**config.mk**
```make
export PLATFORM = sky130hd
export DESIGN_NAME = tbk_timer
export DESIGN_NICKNAME = d
export VERILOG_FILES = /design/src/verilog/tbk_pkg.sv /design/src/verilog/tbk_timer.sv /design/src/verilog/tbk_tap_edge.sv
export SDC_FILE = /design/constraint.sdc
export NUM_CORES = 1
export LEC_CHECK = 0
export BUFFER_PORTS_ARGS = -buffer_cell sky130_fd_sc_hd__buf_4
export CAP_MARGIN = 0
export CORE_ASPECT_RATIO = 0.7
export CORE_MARGIN = 10
export CORE_UTILIZATION = 50
export DETAILED_ROUTE_END_ITERATION = 16
export PLACE_DENSITY = 0.82
export SETUP_SLACK_MARGIN = 0.3
export SLEW_MARGIN = 30
export SYNTH_ARGS = -nofsm -noshare
export SYNTH_HDL_FRONTEND = slang
export SYNTH_SLANG_ARGS = --single-unit
```
**constraint.sdc**
```tcl
create_clock -name core_clk_i -period 1.6 [get_ports core_clk_i]
set_input_delay 0.08 -clock core_clk_i [delete_from_list [all_inputs] [get_ports core_clk_i]]
set_output_delay 0.08 -clock core_clk_i [all_outputs]
set_load 0.02 [all_outputs]
```
**src/verilog/tbk_pkg.sv**
```systemverilog
// Package for the periodic tick timer: register map, field layout,
// reset values and divider tap positions.
// Assumes one 8-bit register port and a single system clock domain.
package tbk_pkg;

   // Register bus widths
   localparam int unsigned ADDR_W = 8;
   localparam int unsigned DATA_W = 8;

   // Register offsets (byte addresses on the plain port)
   localparam logic [7:0] OFS_CTRL   = 8'h36;  // tick_timer_control
   localparam logic [7:0] OFS_STATUS = 8'h37;  // Sticky event flags, write one to clear
   localparam logic [7:0] OFS_MASK   = 8'h38;  // Interrupt mask, same layout as status

   // Control register layout
   localparam int unsigned RATE_W   = 3;
   localparam int unsigned RATE_LSB = 0;
   localparam int unsigned EN_BIT   = 3;
   localparam int unsigned NUM_RATE = 8;

   // Reset values of the control fields
   localparam logic              EN_RST   = 1'b0;
   localparam logic [RATE_W-1:0] RATE_RST = 3'h0;

   // Event layout of status and mask registers
   localparam int unsigned EV_W       = 2;
   localparam int unsigned EV_TICK    = 0;  // A tick was issued
   localparam int unsigned EV_OVERRUN = 1;  // A tick came while the tick flag was still set
   localparam logic [EV_W-1:0] EV_RST = 2'h0;

   // Shared divider chain and the tap chosen by each rate code
   localparam int unsigned DIV_W = 23;
   localparam int unsigned TAP_W = 5;
   localparam logic [TAP_W-1:0] TAP_BIT [NUM_RATE] = '{
      5'h16, 5'h14, 5'h10, 5'h0e, 5'h0d, 5'h0c, 5'h0b, 5'h09
   };
   localparam logic [DIV_W-1:0] DIV_RST = 23'h000000;
   localparam logic [DIV_W-1:0] DIV_ONE = 23'h000001;

   // One register port request
   typedef struct packed {
      logic [ADDR_W-1:0] addr;
      logic [DATA_W-1:0] wdata;
      logic              wr;
      logic              rd;
   } tbk_req_t;

   // Control register contents
   typedef struct packed {
      logic              enable;
      logic [RATE_W-1:0] rate;
   } tbk_ctrl_t;

endpackage : tbk_pkg

```
**src/verilog/tbk_timer.sv**
```systemverilog
// Periodic tick timer: taps a free running divider and raises a tick
// interrupt at a software selected rate.
// Assumes a single core clock, a plain register port with read data one
// cycle after the read strobe, and synchronous inputs.
//
// Notes on behaviour
// A periodic tick interrupt is raised at the rate picked by the rate select field.
// Once enabled, the first tick comes on the first rising edge of the chosen tap, then on each later one.
// Enabling never clears the shared divider, so the first tick may come early.
// Software changes the rate only while disabled or in the very write that enables.
// A write that turns the timer off keeps the old rate and drops the rate written with it.
// One write may load a new rate and set the enable, and both take effect together.
// After reset the control register reads with the enable clear, so the timer starts off.
// The control register holds a readable and writable rate select field choosing the tap.
// Writing the enable as zero stops ticks, writing it as one starts them.
//
// Implementation choice: the plain strobed port.
`timescale 1ns/1ps
`default_nettype none

module tbk_timer (
   // Clock and reset
   input  wire logic                      core_clk_i,
   input  wire logic                      rst_b_i,
   // Register port
   input  wire tbk_pkg::tbk_req_t         req_i,
   output logic [tbk_pkg::DATA_W-1:0]     rdata_o,
   // Tick and interrupt
   output logic                           tick_interrupt_o,
   output logic                           irq_o
);

   // Shared divider chain, cleared by this block only at reset
   logic [tbk_pkg::DIV_W-1:0]    div;
   // Control fields
   tbk_pkg::tbk_ctrl_t           ctrl;
   tbk_pkg::tbk_ctrl_t           next_ctrl;
   // Event flags and mask
   logic [tbk_pkg::EV_W-1:0]     status;
   logic [tbk_pkg::EV_W-1:0]     mask;
   logic [tbk_pkg::EV_W-1:0]     next_status;
   logic [tbk_pkg::EV_W-1:0]     ev_set;
   // Tap edges and the selected one
   logic [tbk_pkg::NUM_RATE-1:0] tap_rise;
   logic                         sel_rise;
   logic                         tick;
   // Decoded accesses
   logic                         wr_ctrl;
   logic                         wr_status;
   logic                         wr_mask;
   logic [tbk_pkg::DATA_W-1:0]   next_rdata;

   // Address decode of the register port
   assign wr_ctrl   = req_i.wr && (req_i.addr == tbk_pkg::OFS_CTRL);
   assign wr_status = req_i.wr && (req_i.addr == tbk_pkg::OFS_STATUS);
   assign wr_mask   = req_i.wr && (req_i.addr == tbk_pkg::OFS_MASK);

   // Free running divider; only reset may clear it
   always_ff @(posedge core_clk_i or negedge rst_b_i) begin
      if (!rst_b_i) begin
         div <= tbk_pkg::DIV_RST;
      end else begin
         div <= div + tbk_pkg::DIV_ONE;
      end
   end

   // One edge finder per rate code
   generate
      for (genvar g = 0; g < tbk_pkg::NUM_RATE; g++) begin : g_tap
         tbk_tap_edge #(
            .DIV_W (tbk_pkg::DIV_W),
            .TAP   (int'(tbk_pkg::TAP_BIT[g]))
         ) u_edge (
            .div_i  (div),
            .rise_o (tap_rise[g])
         );
      end
   endgenerate

   // Tap chosen by the rate field
   assign sel_rise = tap_rise[ctrl.rate];
   // Ticks only while enabled; the divider phase is whatever it is
   assign tick     = ctrl.enable && sel_rise;

   // Next control value: the rate is only taken while the timer is off,
   // which covers the enabling write and shields a disabling one
   always_comb begin
      next_ctrl = ctrl;
      if (wr_ctrl) begin
         next_ctrl.enable = req_i.wdata[tbk_pkg::EN_BIT];
         if (!ctrl.enable) begin
            next_ctrl.rate = req_i.wdata[tbk_pkg::RATE_LSB +: tbk_pkg::RATE_W];
         end
      end
   end

   // Control register
   always_ff @(posedge core_clk_i or negedge rst_b_i) begin
      if (!rst_b_i) begin
         ctrl.enable <= tbk_pkg::EN_RST;
         ctrl.rate   <= tbk_pkg::RATE_RST;
      end else begin
         ctrl <= next_ctrl;
      end
   end

   // Tick pulse comes from a flop so the output is glitch free
   always_ff @(posedge core_clk_i or negedge rst_b_i) begin
      if (!rst_b_i) begin
         tick_interrupt_o <= 1'b0;
      end else begin
         tick_interrupt_o <= tick;
      end
   end

   // Event sources; overrun tells software it missed a tick
   always_comb begin
      ev_set                      = '0;
      ev_set[tbk_pkg::EV_TICK]    = tick;
      ev_set[tbk_pkg::EV_OVERRUN] = tick && status[tbk_pkg::EV_TICK];
   end

   // Write one to clear; a new event in the same cycle wins over the clear
   always_comb begin
      next_status = status;
      if (wr_status) begin
         next_status = status & ~req_i.wdata[tbk_pkg::EV_W-1:0];
      end
      next_status = next_status | ev_set;
   end

   // Sticky status flags
   always_ff @(posedge core_clk_i or negedge rst_b_i) begin
      if (!rst_b_i) begin
         status <= tbk_pkg::EV_RST;
      end else begin
         status <= next_status;
      end
   end

   // Interrupt mask
   always_ff @(posedge core_clk_i or negedge rst_b_i) begin
      if (!rst_b_i) begin
         mask <= tbk_pkg::EV_RST;
      end else if (wr_mask) begin
         mask <= req_i.wdata[tbk_pkg::EV_W-1:0];
      end
   end

   // Level interrupt while any unmasked flag stands
   assign irq_o = |(status & mask);

   // Read mux; unmapped addresses and reserved bits read as zero
   always_comb begin
      next_rdata = '0;
      if (req_i.rd) begin
         case (req_i.addr)
            tbk_pkg::OFS_CTRL: begin
               next_rdata[tbk_pkg::EN_BIT] = ctrl.enable;
               next_rdata[tbk_pkg::RATE_LSB +: tbk_pkg::RATE_W] = ctrl.rate;
            end
            tbk_pkg::OFS_STATUS: begin
               next_rdata[tbk_pkg::EV_W-1:0] = status;
            end
            tbk_pkg::OFS_MASK: begin
               next_rdata[tbk_pkg::EV_W-1:0] = mask;
            end
            default: begin
               next_rdata = '0;
            end
         endcase
      end
   end

   // Read data stand only in the cycle after the strobe
   always_ff @(posedge core_clk_i or negedge rst_b_i) begin
      if (!rst_b_i) begin
         rdata_o <= '0;
      end else begin
         rdata_o <= next_rdata;
      end
   end

   // Marks the first clock after reset release
   logic seen_clk;
   always_ff @(posedge core_clk_i or negedge rst_b_i) begin
      if (!rst_b_i) begin
         seen_clk <= 1'b0;
      end else begin
         seen_clk <= 1'b1;
      end
   end
endmodule : tbk_timer

`default_nettype wire

```
**src/verilog/tbk_tap_edge.sv**
```systemverilog
// Rising edge finder for one tap of the shared divider chain.
// Assumes the divider counts up by one on every clock; the tap rises
// exactly in the cycle in which the count below it wraps to zero.
`timescale 1ns/1ps
`default_nettype none

module tbk_tap_edge #(
   parameter int unsigned DIV_W = 23,
   parameter int unsigned TAP   = 1
) (
   // Divider value
   input  wire logic [DIV_W-1:0] div_i,
   // Edge flag
   output logic                  rise_o
);

   // Derived from the count itself so a rate change never fakes an edge
   generate
      if (TAP == 0) begin : g_low
         assign rise_o = div_i[0];
      end else begin : g_high
         assign rise_o = div_i[TAP] & ~(|div_i[TAP-1:0]);
      end
   endgenerate

endmodule : tbk_tap_edge

`default_nettype wire

```
==> impl_metrics.toml, run 1 <==
[detailed_routing]
ant_nets = 0
wire_per_inst_um = 17.24
wl_um = 4654
drt_first_iter_violations = 66
vias = 1471
via_per_inst = 5.448
drc = 0
drtPass1Iterations = 4

[yosys]
syn_area_per_cell_um2 = 11.08
yosysTopAreaCell = "dfrtp_1"
synth_top_area_frac = 0.5021
synthDistinctLibCells = 40
synth_top_family_by_area = "simple AND/OR/NAND/NOR gates"
ys_seq_area_frac = 0.5021
synth_compound_area_frac = 0.05439
synth_seq_cells = 36
synth-adder-area-share = 0.01395
synthArstFlopShare = 1.000
yosysWarnings = 0
synth-main-ff-cell = "dfrtp_1"
synthXorXnorAreaFrac = 0.1025
muxShareOfSynthArea = 0.04254
yosys-top-cells-count = "36 x dfrtp_1, 16 x nand2_1, 13 x xnor2_1, 9 x nand3_1, 9 x nor2_1"
syn_inst = 162
synth_edf_count = 0
syn-cell-area_um2 = 1794
synth.most_common_cell = "dfrtp_1"
synth-simple-area-share = 0.2483
synthTopCellsByArea = "dfrtp_1 50%, xnor2_1 6.3%, xor2_1 3.9%"

[global_route]
antenna_found_initial = 0
grt_pass1_vias = 1441
grt-ovfl-total = 0
grt_max_degree = 37
track_usage = 0.1352
grt_first_pass_wirelength_um = 7113

[final_layout]
n_fill_cell = 240
nNetsFinal = 241
drive_gt1_frac = 0.4864
insertedDiodeCount = 0
multi_input_area_um2 = 1023
area_growth_syn_to_layout_pct = 42.26
seqCellArea_um2 = 909.6

[place]
gp_congestion = 0.8837
dp_hpwl_um = 2990
portBuffers = 21

[sta]
grt_setup_unrepaired = "true"
post-route-min-period_ps = 1595
worst_hold_slack_ps = 22.65
skew_ps = 3.991
slew_viol_final = 0
fin_crit_sh = 0.9969
final_hold_viol_count = 0
fin_tns_setup_ps = 0
fmax_ghz = 0.6269
setup_viol = 0

[job]
maxCapViolations = 0

[setup_path]
crit_arrival_ps = 1770
crit_start = "div[3]"
rrSetupSlack_ps = 5
reg2reg_from = "div[3]"
cp_max_fo = 5
cp-start-kind = "flip-flop"
reg2reg_to = "div[20]"
reg2reg_depth = 5
required_ps = 1780
end_kind = "flip-flop"
criticalPathCategory = "flip-flop to flip-flop"

[floorplan]
dieArea_um2 = 6423
rows = 18
start_util = 0.5140
io_pins = 30
core_area_um2 = 3491
fp.dieH_um = 70.12
fp.dieW_um = 91.60

[clocking]
clk_pin_slew_ps = 70
clk_latency_ps = 290
numClockSinks = 36
cts_buffer_depth = 2
root_buffer = "clkbuf_8"
htreeDepth = 2
cts_tree = "built"
cts_buffers = 5

[hold_path]
holdCritPathClass = "input port to flip-flop"
min_from = "req_i[3]"
min_to = "ctrl[1]"
hold_depth = 3

[power_and_ir_drop]
ir_drop_v = 0.0006775
powerDensity_nw_per_um2 = 716.0
p_leak_nw = 1.251

[run_status]
status = "finished, final reports clean"
power by group:
part           total, mW  switching, mW  internal (mW)  leakage (nW)
clock              0.785          0.323          0.462        0.0552
combinational      0.112         0.0608         0.0507         0.732
sequential         0.931         0.0111          0.920         0.464
how the worst max path moves through the flow:
stage,to,cells past startpoint
after global routing,div[21],6
final,div[20],5
after CTS,status[1],7
after detailed placement,status[1],5
after global placement,status[1],5
after floorplan,status[1],7
cells in the final DEF (no fill, tap or decap), drive strengths merged, types with 6 or more instances in the layout:
master	Yosys	layout
buf	5	52
dfrtp	36	36
nand2	17	17
xnor2	13	13
nand3	12	12
nor2	9	9
xor2	8	8
and3	8	8
o21ai	7	7
clkbuf	1	6
inv	6	6
critical path: stages, from the launching register on:
cell and delay, ps:
dfrtp_2 460, nand3_4 160, nor4_4 400, buf_4 210, nand4_1 110, xnor2_1 140
cell type report:
class                           instances  area share
Timing Repair Buffer                   53      0.1672
Clock inverter                          2     0.01373
Inverter                                6    0.008824
Tap cell                               50     0.02451
Clock buffer                            6     0.02843
Sequential cell                        36      0.3564
Multi-Input combinational cell        117      0.4010
state kept, by name (all words and copies together) (netlist names):
signal and flops:
div 23, ctrl 4, rdata_o 4, mask 2, status 2, tick_interrupt_o 1
layer usage:
layer,GRT usage,up-vias,wire (um)
li1,-,668,-
met1,0.1687,729,2141
met2,0.2172,53,2122
met3,0.04589,21,254
met4,0.03640,0,135
met5,0,-,0
cells by family (layout without fill, tap and decap cells):
kind of cell             Yosys count  after routing
AND/OR/NAND/NOR                   68             68
buffers and inverters             12             67
adder cells (fa/ha/maj)            2              2
flip-flops                        36             36
other                              1              4
multiplexers                       7              7
AO/OA/AOI/OAI                     15             15
XOR/XNOR                          21             21
metrics by stage:
| stage | cell area, um^2 | setup slack (ps) | instances | power [mW] | util |
|---|---|---|---|---|---|
| 4_1_cts | 2372 | 17.61 | 260 | 1.828 | 0.6796 |
| 3_3_place_gp | 2071 | 57.66 | 238 | 1.053 | 0.5932 |
| 6_report | 2552 | 4.910 | 270 | 1.827 | 0.7312 |
| 5_1_grt | 2552 | -64.78 | 270 | 1.896 | 0.7312 |
| 2_1_floorplan | 1837 | 170.6 | 165 | 0.9968 | - |
| 3_5_place_dp | 2071 | -41.27 | 238 | 1.057 | 0.5932 |
timing repair:
action	4_1_cts	5_1_grt
hold endpoints to repair	36	0
cloned	0	0
hold buffers	1	0
pin swaps	13	14
buffers inserted	13	10
endpoints found under the setup margin	17	21
resized for setup	20	25
Note: power is estimated with default switching activity, not from simulation.
==> run 2, diff against run 1 <==
--- a/config.mk
+++ b/config.mk
@@ -11,7 +11,7 @@
 export CORE_MARGIN = 10
 export CORE_UTILIZATION = 50
 export DETAILED_ROUTE_END_ITERATION = 16
-export PLACE_DENSITY = 0.82
+export PLACE_DENSITY = 0.72
 export SETUP_SLACK_MARGIN = 0.3
 export SLEW_MARGIN = 30
 export SYNTH_ARGS = -nofsm -noshare
==> impl_metrics.toml, run 2 (same netlist as run 1, synthesis figures left out) <==
[floorplan]
io_pins = 30
fp.dieH_um = 70.12
rows = 18
fp.dieW_um = 91.60
core_area_um2 = 3491
start_util = 0.5140
dieArea_um2 = 6423

[final_layout]
fin_util = 0.6935
multi_input_area_um2 = 1006
insertedDiodeCount = 0
area_growth_syn_to_layout_pct = 34.94
final_cell_mix = "38 x buf_4, 27 x dfrtp_1, 13 x nand2_1"
top_regs = "div (23), ctrl (4), rdata_o (4)"
instances_no_fill = 259
seqCellArea_um2 = 912.1
largest_reg_flops = 23
n_fill_cell = 245
nNetsFinal = 231
top_register = "div"
drive_gt1_frac = 0.4593
final_common_cell = "buf_4"

[detailed_routing]
via_per_inst = 5.127
ant_nets = 0
vias = 1328
drtPass1Iterations = 4
wl_um = 3870
drt_first_iter_violations = 81
wire_per_inst_um = 14.94
drc = 0

[sta]
post-route-min-period_ps = 1559
setup_viol = 0
final_hold_viol_count = 0
skew_ps = 5.982
slew_viol_final = 0
grt_setup_unrepaired = "true"
fmax_ghz = 0.6413
fin_crit_sh = 0.9745

[setup_path]
end_kind = "flip-flop"
crit_arrival_ps = 1770
cp_slowest_cell = "dfrtp_1"
cp_max_fo = 3
critPathTopFamily = "compound AO/OA/AOI/OAI gates"
cp-endpoint = "status[1]"
reg2reg_from = "div[0]"
crit_start = "div[0]"
crit_chain = "inv_2 -> ha_4 -> nor4b_4 -> nand4_1 -> a221oi_2 -> o211ai_1 -> o21ai_1"
rrSetupSlack_ps = 40
crit_buf_inv = 1
reg2reg_depth = 7
reg2reg_to = "status[1]"
criticalPathCategory = "flip-flop to flip-flop"
crit_cells = 7
cp-start-kind = "flip-flop"
crit_path_max_incr_delay_ps = 400
required_ps = 1810

[hold_path]
holdCritPathClass = "input port to flip-flop"

[clocking]
cts_tree = "built"
cts_buffers = 5
cts_buffer_depth = 2
htreeDepth = 2
root_buffer = "clkbuf_8"
clk_pin_slew_ps = 70
numClockSinks = 36
clk_latency_ps = 280

[power_and_ir_drop]
ir_drop_v = 0.0004523
powerDensity_nw_per_um2 = 677.0
p_leak_nw = 1.159

[place]
portBuffers = 21
dp_hpwl_um = 2831
gp_congestion = 0.8349
place_inst = 238

[global_route]
antenna_found_initial = 0
grt-ovfl-total = 0
grt_first_pass_wirelength_um = 6706
grt_max_degree = 37
track_usage = 0.1266
grt_pass1_vias = 1376

[job]
maxCapViolations = 0

[run_status]
status = "finished, final reports clean"
## run 2: where the power goes
part / internal (mW) / switching, mW
clock: 0.296 / 0.302
sequential: 0.920 / 0.0120
combinational: 0.0496 / 0.0591
total: 1.27 / 0.373
## run 2: how the worst min path moves through the flow
stage,start,depth (start not counted),slack (ps),endpoint
global placement,rst_b_i,1,50,div[2]
CTS,req_i[2],2,20,mask[0]
detailed placement,rst_b_i,1,60,div[2]
global route,req_i[2],2,30,mask[0]
finish,req_i[2],2,20,mask[0]
floorplan,rst_b_i,0,-220,ctrl[0]
## run 2: metrics by stage
step / area, um^2 / hold WS (ps) / power, mW / TNS [ps] / setup WS (ps)
after floorplan: 1837 / -215.6 / 0.9968 / 0 / 170.6
after global placement: 2071 / 53.30 / 1.052 / 0 / 43.17
after detailed placement: 2071 / 62.04 / 1.055 / 0 / 9.195
after CTS: 2250 / 16.16 / 1.655 / 0 / 80.26
after global routing: 2421 / 32.84 / 1.724 / -80.37 / -61.27
final: 2421 / 20.63 / 1.639 / 0 / 40.77
## run 2: layout make-up
cell class              count  share of cell area
multi-input cells         117              0.4155
flip-flops and latches     36              0.3767
repair buffers             43              0.1406
clock buffers               6             0.02997
well taps                  50             0.02584
inverters                   6            0.009302
clock inverters             1            0.002067
## run 2: what timing repair did
action	in CTS	in global routing
gates resized for setup	11	28
endpoints found under the setup margin	18	18
hold endpoints to repair	36	0
hold buffers	1	0
pin swaps	7	12
buffers inserted	6	7
## run 2: metal layers
layer / GRT usage / part of all wire / up-vias
li1: - / - / 651
met1: 0.1593 / 0.46 / 653
met2: 0.2022 / 0.49 / 18
met3: 0.03842 / 0.037 / 6
met4: 0.03986 / 0.011 / 0
met5: 0 / 0 / -
==> run 3, diff against run 2 <==
--- a/config.mk
+++ b/config.mk
@@ -11,9 +11,10 @@
 export CORE_MARGIN = 10
 export CORE_UTILIZATION = 50
 export DETAILED_ROUTE_END_ITERATION = 16
-export PLACE_DENSITY = 0.72
+export PLACE_DENSITY = 0.71
 export SETUP_SLACK_MARGIN = 0.3
 export SLEW_MARGIN = 30
 export SYNTH_ARGS = -nofsm -noshare
 export SYNTH_HDL_FRONTEND = slang
+export SYNTH_HIERARCHICAL = 1
 export SYNTH_SLANG_ARGS = --single-unit
==> impl_metrics.toml, run 3 <==
[run_status]
status = "finished, violations left"
violations = "negative setup slack"

[yosys]
synth_seq_cells = 36
syn_area_per_cell_um2 = 10.95
synthDistinctLibCells = 37
yosys-top-cells-count = "36 x dfrtp_1, 17 x nor4_1, 17 x xnor2_1, 14 x nand2_1"
syn-cell-area_um2 = 1982
muxShareOfSynthArea = 0.05619
yosysWarnings = 6
synth_top_area_frac = 0.4545
synth.most_common_cell = "dfrtp_1"
synth-adder-area-share = 0.006313
synthTopCellsByArea = "dfrtp_1 45%, xnor2_1 7.5%, nor4_1 5.4%"
synth_edf_count = 0
ys_seq_area_frac = 0.4545
synthArstFlopShare = 1.000
syn_inst = 181
synthXorXnorAreaFrac = 0.09280
yosysTopAreaCell = "dfrtp_1"
synth-main-ff-cell = "dfrtp_1"
synth_top_family_by_area = "simple AND/OR/NAND/NOR gates"
synth_compound_area_frac = 0.04104
synth-simple-area-share = 0.3245

[sta]
fin_ws_ps = -484.0
skew_ps = 1.661
fin_crit_sh = 1.302
post-route-min-period_ps = 2084
setup_viol = 17
fin_tns_setup_ps = -2430
final_hold_viol_count = 0
grt_setup_unrepaired = "true"
fmax_ghz = 0.4798
slew_viol_final = 0

[global_route]
track_usage = 0.1714
antenna_found_initial = 0
grt_pass1_vias = 1839
grt_first_pass_wirelength_um = 9384
grt-ovfl-total = 0
grt_max_degree = 37

[power_and_ir_drop]
powerDensity_nw_per_um2 = 570.8
ir_drop_v = 0.0005756
switchingPower_mw = 0.3630
p_int_mw = 1.266
combinationalPowerShare = 0.050
clockPowerShare = 0.375
p_leak_nw = 1.327
p_seq_frac = 0.574
swShare = 0.2228

[final_layout]
nNetsFinal = 281
final_cell_mix = "60 x buf_4, 27 x dfrtp_1, 16 x nor4_1"
drive_gt1_frac = 0.4751
area_growth_syn_to_layout_pct = 44.00
final_common_cell = "buf_4"
instances_no_fill = 313
finalInstanceArea_um2 = 2854
largest_reg_flops = 23
insertedDiodeCount = 0
top_register = "div"
top_regs = "div (23), ctrl (4), rdata_o (4)"

[place]
portBuffers = 21
dpl_worst_slack_ps = -469.4
place_inst = 292
gp_congestion = 0.9257
dpl_cell_area_um2 = 2491
dp_hpwl_um = 4112

[floorplan]
start_util = 0.5115
fp.dieH_um = 72.68
dieArea_um2 = 6922
io_pins = 30
fp.dieW_um = 95.25
rows = 19
core_area_um2 = 3875

[setup_path]
cp_max_fo = 8
reg2reg_depth = 7
cp-start-kind = "flip-flop"
reg2reg_from = "div[13]"
required_ps = 1830
crit_buf_inv = 1
cp_slowest_cell = "dfrtp_1"
criticalPathCategory = "flip-flop to flip-flop"
crit_path_max_incr_delay_ps = 410
end_kind = "flip-flop"
crit_chain = "buf_4 -> nor4_1 -> nand4_1 -> nor4b_2 -> mux2i_1 -> a311oi_2 -> a22o_1"
critPathTopFamily = "simple AND/OR/NAND/NOR gates"
reg2reg_to = "status[1]"
rrSetupSlack_ps = -480
crit_arrival_ps = 2310

[clocking]
root_buffer = "clkbuf_8"
cts_buffers = 5
htreeDepth = 2
cts_tree = "built"
numClockSinks = 36
cts_buffer_depth = 2
clk_latency_ps = 280
clk_pin_slew_ps = 70

[detailed_routing]
via_per_inst = 5.741
drtPass1Iterations = 4
ant_nets = 0
vias = 1797
drc = 0
wl_um = 5540
wire_per_inst_um = 17.70
drt_first_iter_violations = 146

[hold_path]
hold_depth = 2
min_from = "req_i[5]"
holdCritPathClass = "input port to flip-flop"
min_to = "ctrl[3]"

[job]
maxCapViolations = 0
==> run 3: cell count changes in the layout (fill, tap and decap cells not counted), moves of 4 or more <==
cell     previous run  this run
nor4_1              1        16
buf_6               4        11
nand4_1             5        10
o21ai_0             6         0
mux2_2              3         7
buf_4              38        60
nand2_1            13         9
and4_1              0         5
==> run 3: power groups by stage <==
| stage | combinational [mW] | sequential [mW] | clock [mW] |
|---|---|---|---|
| floorplan | 0.0348 | 0.947 | 0 |
| global route | 0.0908 | 0.937 | 0.673 |
| global placement | 0.0770 | 0.952 | 0 |
| CTS | 0.0834 | 0.935 | 0.630 |
| finish | 0.0819 | 0.936 | 0.611 |
| detailed placement | 0.0810 | 0.952 | 0 |
==> run 3: per-layer routing <==
metal / vias to the layer above / GRT usage / wire length (um)
li1: 847 / - / -
met1: 885 / 0.2485 / 2507
met2: 57 / 0.2355 / 2527
met3: 8 / 0.05447 / 414
met4: 0 / 0.04801 / 91
met5: - / 0 / 0
==> run 3: layout make-up <==
class                      instances  area (um^2)
multi-input combinational        140         1176
sequential                        36        912.1
inverter                           4        15.01
tap                               52        65.06
timing repair buffer              73        604.3
clock buffer                       7        76.32
clock inverter                     1        5.005
fill                             256         1021
==> run 3: what timing repair did <==
| action | CTS | global route |
|---|---|---|
| resized for setup | 23 | 13 |
| hold buffers | 1 | 0 |
| endpoints found under the setup margin | 20 | 20 |
| endpoints found under the hold margin | 36 | 0 |
| setup buffers | 8 | 4 |
| pin swaps | 21 | 12 |
| gates cloned | 0 | 0 |
==> run 3: cell families after synthesis <==
logic type / after synthesis
mux: 9
compound gates: 10
simple gates: 95
fa+ha+maj: 1
buf+inv: 8
other cells: 1
xor+xnor: 21
flops: 36
==> run 3: stage by stage <==
stage          power (mW)    util  hold WS, ps
4_1_cts             1.648  0.7120        19.54
3_5_place_dp        1.033  0.6429        65.43
5_1_grt             1.700  0.7365        12.79
2_1_floorplan      0.9819       -       -215.6
6_report            1.629  0.7365        24.01
3_3_place_gp        1.029  0.6429        49.51
==> run 3: worst max-delay path by stage <==
stage             from         to  slack [ps]  cells past startpoint
6_report       div[13]  status[1]        -480                      7
5_1_grt         div[6]  status[1]        -590                      7
4_1_cts         div[1]  status[1]        -440                      6
3_5_place_dp   div[13]  status[1]        -470                      7
3_3_place_gp    div[0]  status[1]        -370                      7
2_1_floorplan   div[1]  status[1]        -330                      6
